[src/hdl/mdt_pkg.sv]
// Constants for the MII data path timing block.
// Assumes a single 20 MHz core clock; all latencies become whole core cycles.
package mdt_pkg;

  // ****************************************
  // Time base
  // ****************************************
  localparam int CLK_PERIOD_NS = 50;
  localparam int BIT100_NS     = 10;
  localparam int CNT_W         = 4;

  // ****************************************
  // Line latencies in bit times
  // ****************************************
  localparam int TX_LAT_BITS  = 6;
  localparam int CRS_ON_BITS  = 20;
  localparam int RXD_LAT_BITS = 24;
  localparam int CRS_OFF_BITS = 24;

  // Least times: round up to whole cycles
  localparam int TX_LAT_CYC  = (TX_LAT_BITS * BIT100_NS + CLK_PERIOD_NS - 1) / CLK_PERIOD_NS;
  localparam int CRS_ON_CYC  = (CRS_ON_BITS * BIT100_NS + CLK_PERIOD_NS - 1) / CLK_PERIOD_NS;
  localparam int RXD_LAT_CYC = (RXD_LAT_BITS * BIT100_NS + CLK_PERIOD_NS - 1) / CLK_PERIOD_NS;
  localparam int CRS_OFF_CYC = (CRS_OFF_BITS * BIT100_NS + CLK_PERIOD_NS - 1) / CLK_PERIOD_NS;
  localparam int PIPE_LEN    = 8;

  // ****************************************
  // Nibble clock phases
  // ****************************************
  localparam int HALF10_NS   = 200;
  localparam int HALF100_NS  = 20;
  localparam int RX_SETUP_NS = 100;
  localparam int HALF10_I    = HALF10_NS / CLK_PERIOD_NS;
  localparam int HALF100_I   = (HALF100_NS / CLK_PERIOD_NS) < 1 ? 1 : HALF100_NS / CLK_PERIOD_NS;
  localparam logic [CNT_W-1:0] HALF10_CYC  = HALF10_I[CNT_W-1:0];
  localparam logic [CNT_W-1:0] HALF100_CYC = HALF100_I[CNT_W-1:0];
  localparam int RX_SETUP_CYC = (RX_SETUP_NS + CLK_PERIOD_NS - 1) / CLK_PERIOD_NS;

  // ****************************************
  // Pin synchroniser layout
  // ****************************************
  localparam int SY_TXD     = 0;
  localparam int SY_TXEN    = 4;
  localparam int SY_SPD     = 5;
  localparam int SY_RXNIB   = 6;
  localparam int SY_RXACT   = 10;
  localparam int SY_RXCLK   = 11;
  localparam int SY_W       = 12;

endpackage : mdt_pkg

[src/hdl/mdt_clkgen.sv]
// Nibble clock phase generator with glitch-free source switching.
// Assumes the caller supplies a synchronised edge strobe for the external source.
module mdt_clkgen
  import mdt_pkg::*;
(
  // Clock and reset
  input  wire logic             clk_in,
  input  wire logic             rst_n_in,
  // Control
  input  wire logic [CNT_W-1:0] half_cyc_in,
  input  wire logic             use_ext_in,
  input  wire logic             ext_edge_in,
  // Clock out
  output logic                  clk_out,
  output logic                  rise_out,
  output logic                  fall_out
);

  // ****************************************
  // State
  // ****************************************
  typedef struct packed {
    logic [CNT_W-1:0] cnt;
    logic             lvl;
    logic             pend;
    logic             rise;
    logic             fall;
  } mdt_cg_t;

  mdt_cg_t st_ff;
  mdt_cg_t nxt_st;

  always_comb begin
    nxt_st      = st_ff;
    nxt_st.rise = 1'b0;
    nxt_st.fall = 1'b0;
    if (!use_ext_in) begin
      nxt_st.pend = 1'b0;
    end else if (ext_edge_in) begin
      nxt_st.pend = 1'b1;
    end
    // A phase never ends before its full count; waiting for the source only stretches it
    if (st_ff.cnt < half_cyc_in - 4'h1) begin
      nxt_st.cnt = st_ff.cnt + 4'h1;
    end else if (!use_ext_in || st_ff.pend || ext_edge_in) begin
      nxt_st.cnt  = '0;
      nxt_st.lvl  = ~st_ff.lvl;
      nxt_st.pend = 1'b0;
      nxt_st.rise = ~st_ff.lvl;
      nxt_st.fall = st_ff.lvl;
    end
  end

  always_ff @(posedge clk_in or negedge rst_n_in) begin
    if (!rst_n_in) begin
      st_ff <= '0;
    end else begin
      st_ff <= nxt_st;
    end
  end

  assign clk_out  = st_ff.lvl;
  assign rise_out = st_ff.rise;
  assign fall_out = st_ff.fall;

endmodule : mdt_clkgen

[src/hdl/mdt_datapath.sv]
// MII-side data path timing of a 10/100 line transceiver: nibble clocks,
// transmit sampling and line latency, receive carrier sense and data latency.
// Assumes MAC and line signals are asynchronous pins; line side is nibble-wide.
module mdt_datapath
  import mdt_pkg::*;
(
  // Clock and reset
  input  wire logic       clk_in,
  input  wire logic       arst_n_in,
  // Mode
  input  wire logic       speed_100_in,
  // MII transmit
  input  wire logic [3:0] txd_in,
  input  wire logic       tx_en_in,
  output logic            tx_clk_out,
  // MII receive
  output logic            rx_clk_out,
  output logic [3:0]      rxd_out,
  output logic            rx_dv_out,
  output logic            crs_out,
  // Line transmit
  output logic [3:0]      line_txd_out,
  output logic            line_tx_en_out,
  // Line receive
  input  wire logic [3:0] line_rx_nib_in,
  input  wire logic       line_rx_act_in,
  input  wire logic       line_rx_clk_in
);

  // ****************************************
  // Reset release
  // ****************************************
  logic [1:0] rst_sync_ff;
  logic       rst_n;

  always_ff @(posedge clk_in or negedge arst_n_in) begin
    if (!arst_n_in) begin
      rst_sync_ff <= 2'h0;
    end else begin
      rst_sync_ff <= {rst_sync_ff[0], 1'b1};
    end
  end

  assign rst_n = rst_sync_ff[1];

  // ****************************************
  // State
  // ****************************************
  typedef struct packed {
    logic [SY_W-1:0]              meta;
    logic [SY_W-1:0]              sync;
    logic                         rclk_prev;
    logic [4:0]                   tx_cap;
    logic [PIPE_LEN-1:0][4:0]     tx_pipe;
    logic [PIPE_LEN-1:0][4:0]     rx_hist;
    logic [3:0]                   line_txd;
    logic                         line_tx_en;
    logic                         crs;
    logic                         rx_dv;
    logic [3:0]                   rxd;
    logic                         tclk;
    logic                         rclk;
  } mdt_st_t;

  mdt_st_t st_ff;
  mdt_st_t nxt_st;

  // ****************************************
  // Nibble clocks
  // ****************************************
  logic [CNT_W-1:0] half_cyc;
  logic             tx_lvl;
  logic             tx_rise;
  logic             tx_fall;
  logic             rx_lvl;
  logic             rx_fall;
  logic             rclk_edge;
  logic             spd100;

  assign spd100    = st_ff.sync[SY_SPD];
  assign half_cyc  = spd100 ? HALF100_CYC : HALF10_CYC;
  assign rclk_edge = st_ff.sync[SY_RXCLK] ^ st_ff.rclk_prev;

  mdt_clkgen u_tx_clk (
    .clk_in      (clk_in),
    .rst_n_in    (rst_n),
    .half_cyc_in (half_cyc),
    .use_ext_in  (1'b0),
    .ext_edge_in (1'b0),
    .clk_out     (tx_lvl),
    .rise_out    (tx_rise),
    .fall_out    (tx_fall)
  );

  // Follows the recovered clock while carrier is present, the reference otherwise
  mdt_clkgen u_rx_clk (
    .clk_in      (clk_in),
    .rst_n_in    (rst_n),
    .half_cyc_in (half_cyc),
    .use_ext_in  (st_ff.sync[SY_RXACT]),
    .ext_edge_in (rclk_edge),
    .clk_out     (rx_lvl),
    .rise_out    (),
    .fall_out    (rx_fall)
  );

  // ****************************************
  // Next state
  // ****************************************
  always_comb begin
    nxt_st      = st_ff;
    // Pins pass two stages before any logic looks at them
    nxt_st.meta = {line_rx_clk_in, line_rx_act_in, line_rx_nib_in, speed_100_in,
                   tx_en_in, txd_in};
    nxt_st.sync      = st_ff.meta;
    nxt_st.rclk_prev = st_ff.sync[SY_RXCLK];
    // Output clocks re-registered so every pin comes from a flop
    nxt_st.tclk = tx_lvl;
    nxt_st.rclk = rx_lvl;

    // MAC changes on the rise, so 10 Mb/s capture waits for the fall
    if (spd100 ? tx_rise : tx_fall) begin
      nxt_st.tx_cap = {st_ff.sync[SY_TXEN], st_ff.sync[SY_TXD +: 4]};
    end
    nxt_st.tx_pipe    = {st_ff.tx_pipe[PIPE_LEN-2:0], st_ff.tx_cap};
    nxt_st.line_tx_en = st_ff.tx_pipe[TX_LAT_CYC-1][4];
    nxt_st.line_txd   = st_ff.tx_pipe[TX_LAT_CYC-1][4] ?
                        st_ff.tx_pipe[TX_LAT_CYC-1][3:0] : 4'h0;

    nxt_st.rx_hist = {st_ff.rx_hist[PIPE_LEN-2:0],
                      st_ff.sync[SY_RXACT], st_ff.sync[SY_RXNIB +: 4]};
    // Shorter rise delay than fall delay, so the OR gives both edges
    nxt_st.crs = st_ff.rx_hist[CRS_ON_CYC-1][4] | st_ff.rx_hist[CRS_OFF_CYC-1][4];
    // Changing on the fall leaves a full phase of setup before the rise
    if (rx_fall) begin
      nxt_st.rx_dv = st_ff.rx_hist[RXD_LAT_CYC-1][4];
      nxt_st.rxd   = st_ff.rx_hist[RXD_LAT_CYC-1][4] ?
                     st_ff.rx_hist[RXD_LAT_CYC-1][3:0] : 4'h0;
    end
  end

  always_ff @(posedge clk_in or negedge rst_n) begin
    if (!rst_n) begin
      st_ff <= '0;
    end else begin
      st_ff <= nxt_st;
    end
  end

  // ****************************************
  // Outputs
  // ****************************************
  assign tx_clk_out     = st_ff.tclk;
  assign rx_clk_out     = st_ff.rclk;
  assign rxd_out        = st_ff.rxd;
  assign rx_dv_out      = st_ff.rx_dv;
  assign crs_out        = st_ff.crs;
  assign line_txd_out   = st_ff.line_txd;
  assign line_tx_en_out = st_ff.line_tx_en;

endmodule : mdt_datapath

[config.mk]
export PLATFORM = sky130hd
export DESIGN_NAME = mdt_datapath
export DESIGN_NICKNAME = d
export VERILOG_FILES = /design/src/hdl/mdt_pkg.sv /design/src/hdl/mdt_clkgen.sv /design/src/hdl/mdt_datapath.sv
export SDC_FILE = /design/constraint.sdc
export NUM_CORES = 1
export LEC_CHECK = 0
export BUFFER_PORTS_ARGS = -buffer_cell sky130_fd_sc_hd__buf_4
export CORE_MARGIN = 5
export CORE_UTILIZATION = 51
export DETAILED_ROUTE_END_ITERATION = 16
export MAX_ROUTING_LAYER = met4
export PLACE_DENSITY_LB_ADDON = 0.05
export RECOVER_POWER = 100
export SLEW_MARGIN = 20
export SYNTH_ARGS = -nofsm -noshare
export SYNTH_HDL_FRONTEND = slang
export SYNTH_SLANG_ARGS = --single-unit
[constraint.sdc]
create_clock -name clk_in -period 2.86 [get_ports clk_in]
set_clock_uncertainty 0.1 [all_clocks]
set_input_delay 0.572 -clock clk_in [delete_from_list [all_inputs] [get_ports clk_in]]
set_output_delay 0.572 -clock clk_in [all_outputs]
set_load 0.02 [all_outputs]
Word-level counts from Yosys, hierarchy flattened

Cells that the tools add are included.

Word-level logic and storage cells: 53
Input bits: 14
Output and inout port bits: 13
Bits in registers: 94

$lt $le $gt $ge: 2
Bitwise gates (word level): 5
Multiplexer cells: 11
Reduce and logical (&&, ||, !) cells: 5
Add/sub/neg operators: 3

Operators by type and width:

| operator                                                            | number |
|---|---|
| 4-bit 2-to-1 mux                                                    | 4 |
| 4-bit by 1-bit adder with 4-bit output (second input constant)      | 2 |
| 4-bit < comparator                                                  | 2 |
| 8-bit 2-to-1 mux                                                    | 1 |
| 3-bit 2-to-1 mux                                                    | 2 |
| 3-bit by 1-bit subtractor with 4-bit output (second input constant) | 1 |
| 1-bit 2-to-1 mux                                                    | 3 |
| 1-bit inverter                                                      | 3 |
| 1-bit logical OR                                                    | 2 |
| 2-bit 2-to-1 mux                                                    | 1 |
| 2-bit AND reduction                                                 | 1 |
| 2-bit nonzero test                                                  | 1 |
| 1-bit logical NOT                                                   | 1 |
| 1-bit bitwise OR                                                    | 1 |
| 1-bit bitwise XOR                                                   | 1 |

Depth between registers and ports, before layout

Depth in word-level cells: 5
Mapped depth: 5
Gate-level depth less buffers: 5

Modules after synthesis

From an unflattened synthesis, not the netlist that was laid out.

Cell total of the unflattened synthesis: 203
Area total of the unflattened synthesis: 3208.1 sq um

Modules (own cells, without submodules):

| module       | instances | cells an instance | area each (sq um) | seq. area each (sq um) |
|---|---|---|---|---|
| mdt_datapath | 1         | 117               | 2254.7            | 2001.9 |
| mdt_clkgen   | 2         | 43                | 476.7             | 200.2 |

Least setup slack after synthesis

OpenSTA, ideal clock, no wires.

Path type: register -> register
From: reg st_ff, in the netlist spd100
To: reg u_rx_clk.st_ff, in the netlist u_rx_clk.fall_out
Library setup time: 0.119 ns
Stages on the path, launching flop included: 6
Data required time: 2.641 ns
Setup slack: 1.450 ns
Path buffers: 0
Period minus slack after synthesis: 1.410 ns
Data arrival time: 1.191 ns
Path through: dfrtp_1 -> ha_1 -> nor3_1 -> and2_1 -> nor2_2 -> and2_1

RTL lines:

| element                | RTL line            | RTL |
|---|---|---|
| from (decl)            | mdt_datapath.sv:65  | `mdt_st_t st_ff;` |
| from (signal assigned) | mdt_datapath.sv:146 | `st_ff <= nxt_st;` |
| to (signal assigned)   | mdt_clkgen.sv:58    | `st_ff <= nxt_st;` |
| to (decl)              | mdt_clkgen.sv:30    | `mdt_cg_t st_ff;` |

==> results by group <==
Route
  • Via density: 4.561
  • Routed WL: 3353 um
  • Top sig layer: met4
  • DRC Markers: 0
  • Wire length on met3: 215 um
  • Via count: 1227
  • Routed Antenna Nets: 0
  • Average wire per standard cell: 12.46 um
  • Drt first pass iters: 3
  • Met2 wire length: 1688 um
  • DR iter-0 viols: 37
  • Wl on met1: 1433 um

Timing
  • Post-route setup TNS: 0 ns
  • RSZ-0062 raised after global routing: no
  • Tmin final: 1.852 ns
  • Final setup vio count: 0
  • Hold_ws: 0.2327 ns
  • Final Slew Violations: 0
  • Worst slew pin tran: 1.039 ns
  • Endpoints failing hold: 0
  • Max-slew headroom: 30.74%
  • Fmax: 539.9 MHz
  • Final clock period utilization by the worst path: 64.76%
  • Setup WS post-layout: 1.008 ns

Critical path
  • RR Endpoint: nxt_st[20]$_DFF_PN0_
  • CP bufs+invs: 1
  • Worst Path Required: 3.07 ns
  • Slowest cell on crit path: clkbuf_2
  • R2R Setup Slk: 1.01 ns
  • Crit path depth: 1
  • Max incr delay on CP: 0.90 ns
  • Cell Chain, Critical Path: clkbuf_2
  • Reg2reg start: rst_sync_ff[1]$_DFF_PN0_
  • Worst Setup Path Type: reg -> async
  • Crit-path max FO: 48
  • Kind of start point of the critical path: register
  • Arrival time worst endpoint: 2.06 ns
  • Top Family by Delay on Critical Path: buffers and inverters
  • Worst Setup End Kind: async pin
  • R2R depth: 1

Flow run
  • Max cap viols: 0

Die
  • Num rows: 27
  • I/O pin count: 27
  • Area of the die: 0.007109 mm2
  • Die X: 84.32 um
  • Core region area: 0.005439 mm2
  • Die Ht: 84.32 um
  • Initial Util: 51.78%

Logic synthesis
  • Share of the synthesized area in the top cell type: 83.52%
  • Synth Area in Compound Gates: 1.910%
  • Adder-cell area share of the yosys netlist: 1.777%
  • Synth async-reset ratio: 100.0%
  • Synth Instances: 162
  • Simple-gate share of the synthesized area: 5.908%
  • Synth top area cells: dfrtp_1 (84%), mux2_2 (2.4%), buf_4 (2.1%), and2_1 (1.8%), ha_1 (1.8%)
  • Warnings, synthesis: 0
  • Post-synth top flop: dfrtp_1
  • Synth Register Bits: 94
  • Xor and xnor area share after synthesis: 0.9329%
  • Post-synthesis net count: 180
  • Post-synthesis cell area: 0.002816 mm2
  • Mux share of post-synthesis cell area: 2.888%
  • Synth Area per Inst: 17.39 um2
  • Unique masters post-synth: 24
  • EDFF count, synth: 0
  • Largest family of logic cells by synthesized area: simple AND/OR/NAND/NOR gates
  • Synth area leader: dfrtp_1
  • Sequential element share of the synthesized area: 83.52%

Outcome
  • Status: finished, final reports clean

Pwr
  • Max VDD drop: 0.4348 mV
  • Power per Cell Area: 940.6 mW/mm2
  • Pleak: 1.466 nW

Clocking
  • Worst-path clk slew: 0.08 ns
  • H-tree depth: 3
  • Root Buffer: clkbuf_8
  • CTS buffer count: 9
  • Post-CTS Setup Bufs: 0
  • Clk sink count: 94
  • CTS tree: yes
  • Deepest clock path buffer count: 2
  • Worst-Skew Late Latency: 0.33 ns

Cells and area
  • Ratio of cells with drive above 1 in the final layout: 19.29%
  • Commonest non-fill, non-tap cell in the layout: dfrtp_1
  • Synth-to-Final Area Change: 12.84%
  • Util after Layout: 58.43%
  • Area of the multi-input gates: 370.4 um2
  • Antenna diode count: 0
  • Most frequent cells in the layout: dfrtp_1 (93), clkbuf_1 (15), clkbuf_4 (12)
  • Fillers: 444
  • Final Instance Area: 0.003178 mm2
  • Final-stage net count: 210
  • Flip-flop and latch area: 0.002356 mm2

GRT
  • First-pass GRT wire length: 5823 um
  • Antenna violations before repair: 0
  • Vias in the first global route: 1353
  • Global Route Usage Sum: 10.92%
  • Overflow after GRT: 0
  • Largest net degree at the start of global routing: 93

Placed design
  • DPL Wire Length: 2091 um
  • Placed inst area: 0.003042 mm2
  • Port bufs: 26
  • Placer Congestion: 0.6818
  • Pre-CTS setup slack: 1.316 ns

Min path
  • Worst Hold Class: reg -> async
registers in the layout, summed over array words and instances (netlist names), 2 cells and up:
signal	count
st_ff	6
line_txd_out	4
rst_sync_ff	2
rxd_out	4
nxt_st	58
u_tx_clk.st_ff	4
u_rx_clk.st_ff	5
kinds of logic (layout without fill, tap and decap cells):
logic type	count (synthesis)	after routing
flops	94	94
simple gates	29	29
buf+inv	13	48
compound gates	10	10
mux	7	7
fa+ha+maj	4	4
xor+xnor	3	3
other cells	2	2
worst max path at each step:
stage | startpoint | to | slack, ns
after floorplan | rst_sync_ff[1]$_DFF_PN0_ | crs_out$_DFF_PN0_ | 1.18
after global placement | spd100$_DFF_PN0_ | nxt_st[57]$_DFFE_PN0P_ | 1.39
after detailed placement | spd100$_DFF_PN0_ | u_rx_clk.fall_out$_DFF_PN0_ | 1.32
after CTS | rxd_out[2]$_DFFE_PN0P_ | rxd_out[2] | 1.28
after global routing | rst_sync_ff[1]$_DFF_PN0_ | line_txd_out[2]$_DFF_PN0_ | 0.63
final | rst_sync_ff[1]$_DFF_PN0_ | nxt_st[20]$_DFF_PN0_ | 1.01
layer usage:
layer | vias up | track usage [%]
li1 | 573 | -
met1 | 624 | 12.12
met2 | 26 | 17.14
met3 | 4 | 4.416
met4 | 0 | 5.263
met5 | - | -
metrics by stage:
stage | cells | power (W)
5_1_grt | 269 | 0.003175
2_1_floorplan | 162 | 0.002134
4_1_cts | 268 | 0.003115
3_5_place_dp | 251 | 0.002296
3_3_place_gp | 251 | 0.002252
6_report | 269 | 0.002989
where the power goes:
part	switching (W)	internal, W	leakage, nW	total [W]
logic	0.000258	0.000166	0.249	0.000424
clock network	0.000413	0.000403	0.0964	0.000816
registers	0.000140	0.00161	1.12	0.00175
cell usage after synthesis, drive strengths merged (2+ instances only):
| library cell | n |
|---|---|
| xor2 | 2 |
| ha | 4 |
| nor2 | 6 |
| o21ai | 8 |
| nand2 | 4 |
| and2 | 8 |
| conb | 2 |
| mux2 | 6 |
| nand3 | 6 |
| dfrtp | 94 |
| buf | 8 |
| inv | 4 |
| nor3 | 2 |
what timing repair did:
action	in CTS	in global routing
resized for setup	0	0
endpoints found under the hold margin	2	0
hold buffers	1	0
final cells by class:
class | instances | area share [%]
Clock buffer | 10 | 4.016
Tap cell | 72 | 2.835
Clock inverter | 6 | 1.929
Sequential cell | 94 | 74.13
Inverter | 4 | 0.4724
Timing Repair Buffer | 28 | 4.961
Multi-Input combinational cell | 55 | 11.65
No activity file was read; power rests on OpenSTA's default activity.
